--- src/rtl/ptm_pkg.sv ---
package ptm_pkg;

    // trace string geometry
    localparam int TRACE_LEN = 16;
    localparam int STR_W = TRACE_LEN * 8;
    localparam int STR_WORDS = TRACE_LEN / 4;
    localparam int IDX_W = $clog2(TRACE_LEN);

    // register map, byte addresses
    localparam int ADDR_W = 8;
    localparam logic [7:0] OFF_CTRL = 8'h00;
    localparam logic [7:0] OFF_STATUS = 8'h04;
    localparam logic [7:0] OFF_IRQ_STAT = 8'h08;
    localparam logic [7:0] OFF_IRQ_MASK = 8'h0C;
    localparam logic [3:0] RGN_TX = 4'h4;
    localparam logic [3:0] RGN_EXP = 4'h5;
    localparam logic [3:0] RGN_EXPV = 4'h6;
    localparam logic [3:0] RGN_RXV = 4'h7;

    // control fields
    localparam int CTRL_MODE = 0;
    localparam int CTRL_DIS_TIM = 2;
    localparam int CTRL_DIS_C2 = 3;
    localparam int CTRL_STS = 4;
    localparam int CTRL_MON = 5;
    localparam int CTRL_REREAD = 8;
    localparam int CTRL_DEFAULT = 9;

    // status fields
    localparam int STAT_TIM = 0;
    localparam int STAT_BASE_OK = 1;
    localparam int STAT_TX_CAP = 2;
    localparam int STAT_MODE = 4;

    // interrupt event bits
    localparam int IRQ_W = 3;
    localparam int EV_TIM_SET = 0;
    localparam int EV_TIM_CLR = 1;
    localparam int EV_RX_STR = 2;

    // reset values
    localparam logic [7:0] NULL_CHAR = 8'h00;
    localparam logic [IRQ_W-1:0] IRQ_MASK_RST = 3'h0;

    // periodic refresh of software-visible strings
    localparam int CLK_KHZ = 40_000;
    localparam int REFRESH_MS = 1000;
    localparam int REFRESH_CYC = CLK_KHZ * REFRESH_MS;

    typedef logic [STR_W-1:0] ptm_str_type;

    typedef enum logic [1:0] {
        PTM_OFF = 2'b00,
        PTM_AUTO = 2'b01,
        PTM_MANUAL = 2'b10
    } ptm_mode_type;

    typedef struct packed {
        logic read;
        logic write;
        logic [ADDR_W-1:0] address;
        logic [31:0] writedata;
    } ptm_av_req_type;

    typedef struct packed {
        logic valid;
        logic first;
        logic [7:0] data;
    } ptm_j1_type;

endpackage

--- src/rtl/ptm_cap.sv ---
`timescale 1ns/10ps
module ptm_cap #(
    parameter int LEN = ptm_pkg::TRACE_LEN
) (
    input wire logic clk_i,
    input wire logic rst_b_i,
    input ptm_pkg::ptm_j1_type rx_i,
    output logic [LEN*8-1:0] str_o,
    output logic done_o
);
    import ptm_pkg::*;

    localparam int POS_W = $clog2(LEN + 1);
    localparam logic [POS_W-1:0] POS_FULL = POS_W'(LEN);
    localparam logic [POS_W-1:0] POS_ONE = POS_W'(1);

    typedef struct packed {
        logic [POS_W-1:0] pos;
        logic [LEN*8-1:0] buffer;
        logic [LEN*8-1:0] str;
        logic done;
    } ptm_cap_state_type;

    ptm_cap_state_type st;
    ptm_cap_state_type next_st;

    always_comb begin
        next_st = st;
        next_st.done = 1'b0;
        if (rx_i.valid) begin
            // a start marker always restarts, so a torn string is dropped
            if (rx_i.first) begin
                next_st.buffer[7:0] = rx_i.data;
                next_st.pos = POS_ONE;
            end else if (st.pos != '0 && st.pos != POS_FULL) begin
                next_st.buffer[st.pos*8 +: 8] = rx_i.data;
                next_st.pos = st.pos + POS_ONE;
            end
            if (next_st.pos == POS_FULL && st.pos != POS_FULL) begin
                next_st.str = next_st.buffer;
                next_st.done = 1'b1;
            end
        end
    end

    always_ff @(posedge clk_i) begin
        if (!rst_b_i) begin
            st <= '0;
        end else begin
            st <= next_st;
        end
    end

    assign str_o = st.str;
    assign done_o = st.done;

endmodule

--- src/rtl/ptm_top.sv ---
`timescale 1ns/10ps
// Overview of operation
// - The transmitter repeats the provisioned fixed-length string in J1.
// - An unprovisioned transmit string goes out as all null characters.
// - Trace transmit and compare work only when the path is STS level.
// - Auto mode latches the first complete received string as baseline.
// - Auto mode alarms when a received string differs from the baseline.
// - Manual mode uses the software-written expected string as baseline.
// - Manual mode alarms when a received string differs from that string.
// - An option suppresses AIS and RDI while the mismatch alarm is up.
// - Where fitted, an option suppresses AIS on a signal label mismatch.
// - Defaults are mode off with null transmit and expected strings.
// - In auto or manual mode at STS level visible strings refresh every second.
// - Software reads the last received string and can force a reread.
// - A receive-only build compares strings and, outside monitor mode, transmits only null characters.
// - A monitoring port checks the passing string and forwards it as is.
module ptm_top #(
    parameter bit TX_CAPABLE = 1'b1,
    parameter bit C2_OPTION = 1'b1,
    parameter int REFRESH_CYCLES = ptm_pkg::REFRESH_CYC
) (
    input wire logic clk_i,
    input wire logic rst_b_i,
    input ptm_pkg::ptm_av_req_type av_i,
    output logic [31:0] av_readdata_o,
    output logic av_waitrequest_o,
    input ptm_pkg::ptm_j1_type rx_j1_i,
    input wire logic tx_req_i,
    output ptm_pkg::ptm_j1_type tx_j1_o,
    input wire logic c2_mismatch_i,
    output logic tim_o,
    output logic ais_suppress_o,
    output logic rdi_suppress_o,
    output logic irq_o
);
    import ptm_pkg::*;

    localparam logic [31:0] REFRESH_LAST = 32'(REFRESH_CYCLES - 1);
    localparam logic [IDX_W-1:0] IDX_LAST = IDX_W'(TRACE_LEN - 1);
    localparam logic [IDX_W-1:0] IDX_ONE = IDX_W'(1);

    typedef struct packed {
        logic ack;
        logic [31:0] rdata;
        ptm_mode_type mode;
        logic dis_tim;
        logic dis_c2;
        logic sts;
        logic mon;
        logic [IRQ_W-1:0] irq_stat;
        logic [IRQ_W-1:0] irq_mask;
        ptm_str_type tx_str;
        ptm_str_type exp_str;
        ptm_str_type base;
        logic base_ok;
        ptm_str_type last_rx;
        ptm_str_type exp_vis;
        ptm_str_type rx_vis;
        logic tim;
        logic [31:0] tick;
        logic [IDX_W-1:0] tx_idx;
        ptm_j1_type tx;
    } ptm_state_type;

    ptm_state_type st;
    ptm_state_type next_st;

    ptm_str_type cap_str;
    logic cap_done;

    ptm_cap #(
        .LEN(TRACE_LEN)
    ) u_cap (
        .clk_i(clk_i),
        .rst_b_i(rst_b_i),
        .rx_i(rx_j1_i),
        .str_o(cap_str),
        .done_o(cap_done)
    );

    logic req_any;
    logic wr_go;
    logic [1:0] word_sel;
    logic [3:0] region;
    logic active;
    logic reread;
    logic refresh;
    ptm_str_type baseline;
    logic [IRQ_W-1:0] ev;
    logic [IRQ_W-1:0] w1c;
    ptm_mode_type wr_mode;

    assign req_any = av_i.read | av_i.write;
    // a write lands only at the edge where waitrequest is low
    assign wr_go = av_i.write & st.ack;
    assign word_sel = av_i.address[3:2];
    assign region = av_i.address[7:4];

    assign active = (st.mode != PTM_OFF) && st.sts;

    assign baseline = (st.mode == PTM_MANUAL) ? st.exp_str : st.base;

    always_comb begin
        unique case (av_i.writedata[CTRL_MODE +: 2])
            2'b01: wr_mode = PTM_AUTO;
            2'b10: wr_mode = PTM_MANUAL;
            default: wr_mode = PTM_OFF;
        endcase
    end

    always_comb begin
        next_st = st;
        reread = 1'b0;
        ev = '0;
        w1c = '0;

        // single wait state: request seen, answer on the next edge
        next_st.ack = req_any & ~st.ack;

        // read data is prepared while waitrequest is still high
        if (av_i.read & ~st.ack) begin
            next_st.rdata = 32'h0;
            if (av_i.address == OFF_CTRL) begin
                next_st.rdata[CTRL_MODE +: 2] = st.mode;
                next_st.rdata[CTRL_DIS_TIM] = st.dis_tim;
                next_st.rdata[CTRL_DIS_C2] = st.dis_c2;
                next_st.rdata[CTRL_STS] = st.sts;
                next_st.rdata[CTRL_MON] = st.mon;
            end else if (av_i.address == OFF_STATUS) begin
                next_st.rdata[STAT_TIM] = st.tim;
                next_st.rdata[STAT_BASE_OK] = st.base_ok;
                next_st.rdata[STAT_TX_CAP] = TX_CAPABLE;
                next_st.rdata[STAT_MODE +: 2] = st.mode;
            end else if (av_i.address == OFF_IRQ_STAT) begin
                next_st.rdata[IRQ_W-1:0] = st.irq_stat;
            end else if (av_i.address == OFF_IRQ_MASK) begin
                next_st.rdata[IRQ_W-1:0] = st.irq_mask;
            end else if (region == RGN_TX) begin
                next_st.rdata = st.tx_str[word_sel*32 +: 32];
            end else if (region == RGN_EXP) begin
                next_st.rdata = st.exp_str[word_sel*32 +: 32];
            end else if (region == RGN_EXPV) begin
                next_st.rdata = st.exp_vis[word_sel*32 +: 32];
            end else if (region == RGN_RXV) begin
                next_st.rdata = st.rx_vis[word_sel*32 +: 32];
            end
        end

        if (wr_go) begin
            if (av_i.address == OFF_CTRL) begin
                // a mode change forgets any learned baseline
                if (wr_mode != st.mode) begin
                    next_st.base_ok = 1'b0;
                end
                next_st.mode = wr_mode;
                next_st.dis_tim = av_i.writedata[CTRL_DIS_TIM];
                next_st.dis_c2 = av_i.writedata[CTRL_DIS_C2] & C2_OPTION;
                next_st.sts = av_i.writedata[CTRL_STS];
                next_st.mon = av_i.writedata[CTRL_MON];
                reread = av_i.writedata[CTRL_REREAD];
                if (av_i.writedata[CTRL_DEFAULT]) begin
                    next_st.mode = PTM_OFF;
                    next_st.tx_str = {TRACE_LEN{NULL_CHAR}};
                    next_st.exp_str = {TRACE_LEN{NULL_CHAR}};
                    next_st.base_ok = 1'b0;
                end
            end else if (av_i.address == OFF_IRQ_STAT) begin
                w1c = av_i.writedata[IRQ_W-1:0];
            end else if (av_i.address == OFF_IRQ_MASK) begin
                next_st.irq_mask = av_i.writedata[IRQ_W-1:0];
            end else if (region == RGN_TX) begin
                next_st.tx_str[word_sel*32 +: 32] = av_i.writedata;
            end else if (region == RGN_EXP) begin
                next_st.exp_str[word_sel*32 +: 32] = av_i.writedata;
            end
        end

        // compare runs on the state before this cycle's write
        if (cap_done) begin
            next_st.last_rx = cap_str;
            if (active) begin
                if (st.mode == PTM_AUTO && !st.base_ok) begin
                    next_st.base = cap_str;
                    next_st.base_ok = 1'b1;
                    next_st.tim = 1'b0;
                end else begin
                    next_st.tim = (cap_str != baseline);
                end
            end
        end

        if (!active) begin
            next_st.tim = 1'b0;
        end
        if (st.mode == PTM_OFF) begin
            next_st.base_ok = 1'b0;
        end

        if (st.tick >= REFRESH_LAST) begin
            next_st.tick = 32'h0;
        end else begin
            next_st.tick = st.tick + 32'h1;
        end
        refresh = (st.tick >= REFRESH_LAST) && active;
        if (refresh || reread) begin
            next_st.rx_vis = st.last_rx;
            if (st.mode == PTM_MANUAL) begin
                next_st.exp_vis = st.exp_str;
            end else if (st.base_ok) begin
                next_st.exp_vis = st.base;
            end else begin
                next_st.exp_vis = {TRACE_LEN{NULL_CHAR}};
            end
        end

        // sticky events: a set in the clearing cycle survives
        ev[EV_TIM_SET] = next_st.tim & ~st.tim;
        ev[EV_TIM_CLR] = st.tim & ~next_st.tim;
        ev[EV_RX_STR] = cap_done & active;
        next_st.irq_stat = (st.irq_stat & ~w1c) | ev;

        // transmit byte stream
        next_st.tx.valid = 1'b0;
        next_st.tx.first = 1'b0;
        if (st.mon) begin
            next_st.tx = rx_j1_i;
        end else if (tx_req_i) begin
            next_st.tx.valid = 1'b1;
            next_st.tx.first = (st.tx_idx == '0);
            if (TX_CAPABLE && st.sts) begin
                next_st.tx.data = st.tx_str[st.tx_idx*8 +: 8];
            end else begin
                next_st.tx.data = NULL_CHAR;
            end
            if (st.tx_idx == IDX_LAST) begin
                next_st.tx_idx = '0;
            end else begin
                next_st.tx_idx = st.tx_idx + IDX_ONE;
            end
        end
    end

    always_ff @(posedge clk_i) begin
        if (!rst_b_i) begin
            st <= '0;
        end else begin
            st <= next_st;
        end
    end

    assign av_waitrequest_o = req_any & ~st.ack;
    assign av_readdata_o = st.rdata;
    assign tx_j1_o = st.tx;
    assign tim_o = st.tim;
    assign ais_suppress_o = (st.tim & st.dis_tim) | (c2_mismatch_i & st.dis_c2);
    assign rdi_suppress_o = st.tim & st.dis_tim;
    assign irq_o = |(st.irq_stat & st.irq_mask);

endmodule

--- config.mk ---
export PLATFORM = sky130hd
export DESIGN_NAME = ptm_top
export DESIGN_NICKNAME = d
export VERILOG_FILES = /design/src/rtl/ptm_pkg.sv /design/src/rtl/ptm_cap.sv /design/src/rtl/ptm_top.sv
export SDC_FILE = /design/constraint.sdc
export NUM_CORES = 2
export LEC_CHECK = 0
export ABC_AREA = 1
export ABC_CLOCK_PERIOD_IN_PS = 6150
export BUFFER_PORTS_ARGS = -buffer_cell sky130_fd_sc_hd__buf_4
export CAP_MARGIN = 30
export CORE_MARGIN = 4
export CORE_UTILIZATION = 34
export CTS_CLUSTER_SIZE = 30
export DETAILED_ROUTE_END_ITERATION = 6
export SKIP_CTS_REPAIR_TIMING = 1
export SLEW_MARGIN = 20
export SYNTH_ARGS = -nofsm -noshare
export SYNTH_HDL_FRONTEND = slang
export SYNTH_SLANG_ARGS = --single-unit
--- constraint.sdc ---
create_clock -name clk_i -period 6.15 [get_ports clk_i]
set_input_delay 0.9225 -clock clk_i [delete_from_list [all_inputs] [get_ports clk_i]]
set_output_delay 0.9225 -clock clk_i [all_outputs]
set_load 0.02 [all_outputs]
==> results_dict.tcl <==
set metrics [dict create \
    synth_cell_types 55 \
    rows 143 \
    swShare_pct 24.9 \
    clkPwrFrac_pct 47.7 \
    antenna_found_initial 6 \
    grt-ovfl-total 0 \
    post-route-period-util_pct 75.8 \
    die_w_um 400 \
    io_pins 103 \
    worstPathCellList "inv_2 -> ha_1 -> inv_1 -> a21oi_1 -> o21ai_0 -> nand2_1 -> nor2_1 -> nand3_4 -> inv_4 -> buf_16 -> buf_4 -> o21ai_0 -> a21oi_1" \
    synth_area_leaders "dfxtp_1 43%, o21ai_0 13%, nor2_1 10%, nand2_1 9.8%, a21oi_1 6.7%" \
    path_class "flop to flop" \
    skew_ns 0.0315 \
    fmax_ghz 0.214 \
    maxCapViolations 0 \
    start_kind "flop" \
    root_buffer "clkbuf_16" \
    slowest_stage "ha_1" \
    syn_area_mm2 0.0523 \
    first_global_vias 47100 \
    clock_latency_ns 0.76 \
    holdWs_ns 0.452 \
    die_area_mm2 0.160 \
    ant_nets 0 \
    gr-usage-all-layers_pct 25.4 \
    die_h_um 400 \
    tritoncts "yes" \
    synth-seq-cells 1123 \
    wl_per_cell_um 22.4 \
    setup.worst_path.end_class "flop" \
    nNetsFinal 7538 \
    intPower_mw 12.2 \
    finalSetupViolations 0 \
    fin_area_mm2 0.0583 \
    synth_cells 7745 \
    grt_pass1_wl_um 314000 \
    min_path_type "flop to flop" \
    relSlewSlack_pct 19.6 \
    drive_above_1_share_pct 6.05 \
    crit_buf_inv 5 \
    syn2layout_area_growth_pct 11.4 \
    rsz0062_at_grt "false" \
    grt_max_degree 247 \
    cellLeakagePower_nw 24.8 \
    finalSetupTns_ns 0 \
    hold_viol_final 0 \
    n_fill_cell 16100 \
    async_reset_ff_share_pct 0 \
    ir_drop_v 0.000227 \
    worstPathArrival_ns 5.34 \
    critPathRequiredTime_ns 6.83 \
    start_util_pct 34.3 \
    num_vias 53100 \
    ys_seq_area_share_pct 43.0 \
    synth-edff-count 0 \
    max-clock-path-buffers 3 \
    yosysWarnings 0 \
    coreArea_mm2 0.152 \
    cp_top_family "buffers and inverters" \
    status "finished clean" \
    place_inst 9373 \
    synth_commonest_cells "1424 x nor2_1, 1369 x nand2_1, 1326 x o21ai_0, 1123 x dfxtp_1, 705 x a21oi_1" \
    pwr-share-comb_pct 6.7 \
    drt_first_iter_violations 6423 \
    placed_area_mm2 0.0541 \
    critical_path.max_stage_delay_ns 0.66 \
    worst-path-max-fanout 84 \
    power_density_mw_per_mm2 279 \
    yosysTopAreaCell "dfxtp_1" \
    clk_pin_slew_ns 0.06 \
    clock-sinks 1123 \
    cts_made_buffers 119 \
    cts-htree-levels 3 \
    yosysMostFrequentCell "nor2_1" \
    seq_power_share_pct 45.6 \
    gp_congestion 0.991 \
    synth_flop_cell "dfxtp_1" \
    finalNonFillerCells 9601 \
    synth_top_area_share_pct 43.0 \
    portBuffers 102 \
    finalMaxSlewViolations 0 \
    dp_hpwl_um 144000 \
    synth_area_per_cell_um2 6.75 \
    drt_wl_total_um 215000 \
    first_pass_iters 7 \
    power_switching_mw 4.06 \
    fin_crit_ns 4.66 \
    worstMarginPinSlew_ns 1.21 \
    viasPerCell 5.53 \
    drc 0 \
]
-- metrics by stage --
stage	total power, mW	util, %	worst slack [ns]
2_1_floorplan	8.21	-	2.46
3_3_place_gp	8.63	35.4	1.27
3_5_place_dp	8.64	35.5	1.21
4_1_cts	16.3	38.2	1.22
5_1_grt	16.7	38.2	1.07
6_report	16.3	38.2	1.49
-- state kept, by name, summed over array words and instances (netlist names) --
signal / flops
u_cap.st: 133
tx_j1_o: 10
tim_o: 1
av_readdata_o: 32
u_cap.str_o: 128
st: 818
u_cap.done_o: 1
-- logic make-up after synthesis --
| family | Yosys count | share of synthesized area, % |
|---|---|---|
| compound gates | 2291 | 23.1 |
| fa+ha+maj | 14 | 0.335 |
| xor+xnor | 9 | 0.151 |
| flops | 1123 | 43.0 |
| mux | 11 | 0.211 |
| buf+inv | 1075 | 8.34 |
| simple gates | 3221 | 24.8 |
| other cells | 1 | 0.00717 |
-- layer usage --
layer,vias up,global-route usage (%),part of all wire [%]
met4,6,13.6,6.0
met3,476,4.26,9.4
met1,25100,35.3,43
met5,-,0,0.013
met2,2623,37.5,42
li1,24900,-,-
-- cell type report --
cell class / instances / area [um2] / share of cell area (%)
Antenna cell: 4 / 10.0 / 0.0172
Clock buffer: 173 / 3500 / 6.00
Clock inverter: 47 / 671 / 1.15
Inverter: 478 / 1820 / 3.13
Multi-Input combinational cell: 5552 / 25500 / 43.8
Sequential cell: 1123 / 22500 / 38.6
Tap cell: 2030 / 2540 / 4.36
Timing Repair Buffer: 194 / 1720 / 2.95
-- worst paths after layout --
kind / slack (ns) / cells after the start / startpoint / end
min reg2reg: 0.45 / 1 / st[14] / st[14]
max: 1.49 / 13 / u_cap.st[257] / u_cap.str_o[22]
min: 0.45 / 1 / st[14] / st[14]
max reg2reg: 1.49 / 13 / u_cap.st[257] / u_cap.str_o[22]
-- worst reg2reg max path, cell delays in order (launching register included) --
cell,delay [ns]
dfxtp_1,0.45
inv_2,0.21
ha_1,0.66
inv_1,0.65
a21oi_1,0.14
o21ai_0,0.14
nand2_1,0.08
nor2_1,0.19
nand3_4,0.56
inv_4,0.50
buf_16,0.32
buf_4,0.40
o21ai_0,0.12
a21oi_1,0.18
-- placed cells by master (no fill, tap or decap), drive strengths merged, types with 7 or more instances in the layout --
master,netlist,layout
nand3,197,197
a21oi,705,705
o211ai,62,62
a211oi,54,54
nor3,93,93
bufinv,0,16
clkinv,8,36
a22oi,19,19
nand2,1371,1371
o22ai,24,24
clkbuf,436,175
nand3b,84,84
nor2,1433,1433
o32ai,7,7
dfxtp,1123,1123
a221o,7,7
buf,161,192
ha,14,14
mux2i,11,11
o21ai,1362,1362
nor3b,10,10
inv,470,471
o221ai,7,7
a31oi,14,14
nand4,26,26
-- power groups by stage --
stage	Combinational (mW)	Clock (mW)	Sequential (mW)
floorplan	0.662	0	7.55
global placement	1.05	0	7.57
detailed placement	1.06	0	7.58
CTS	1.07	7.86	7.41
global route	1.17	8.13	7.42
finish	1.09	7.77	7.42
Note: power is estimated with default switching activity, not from simulation.
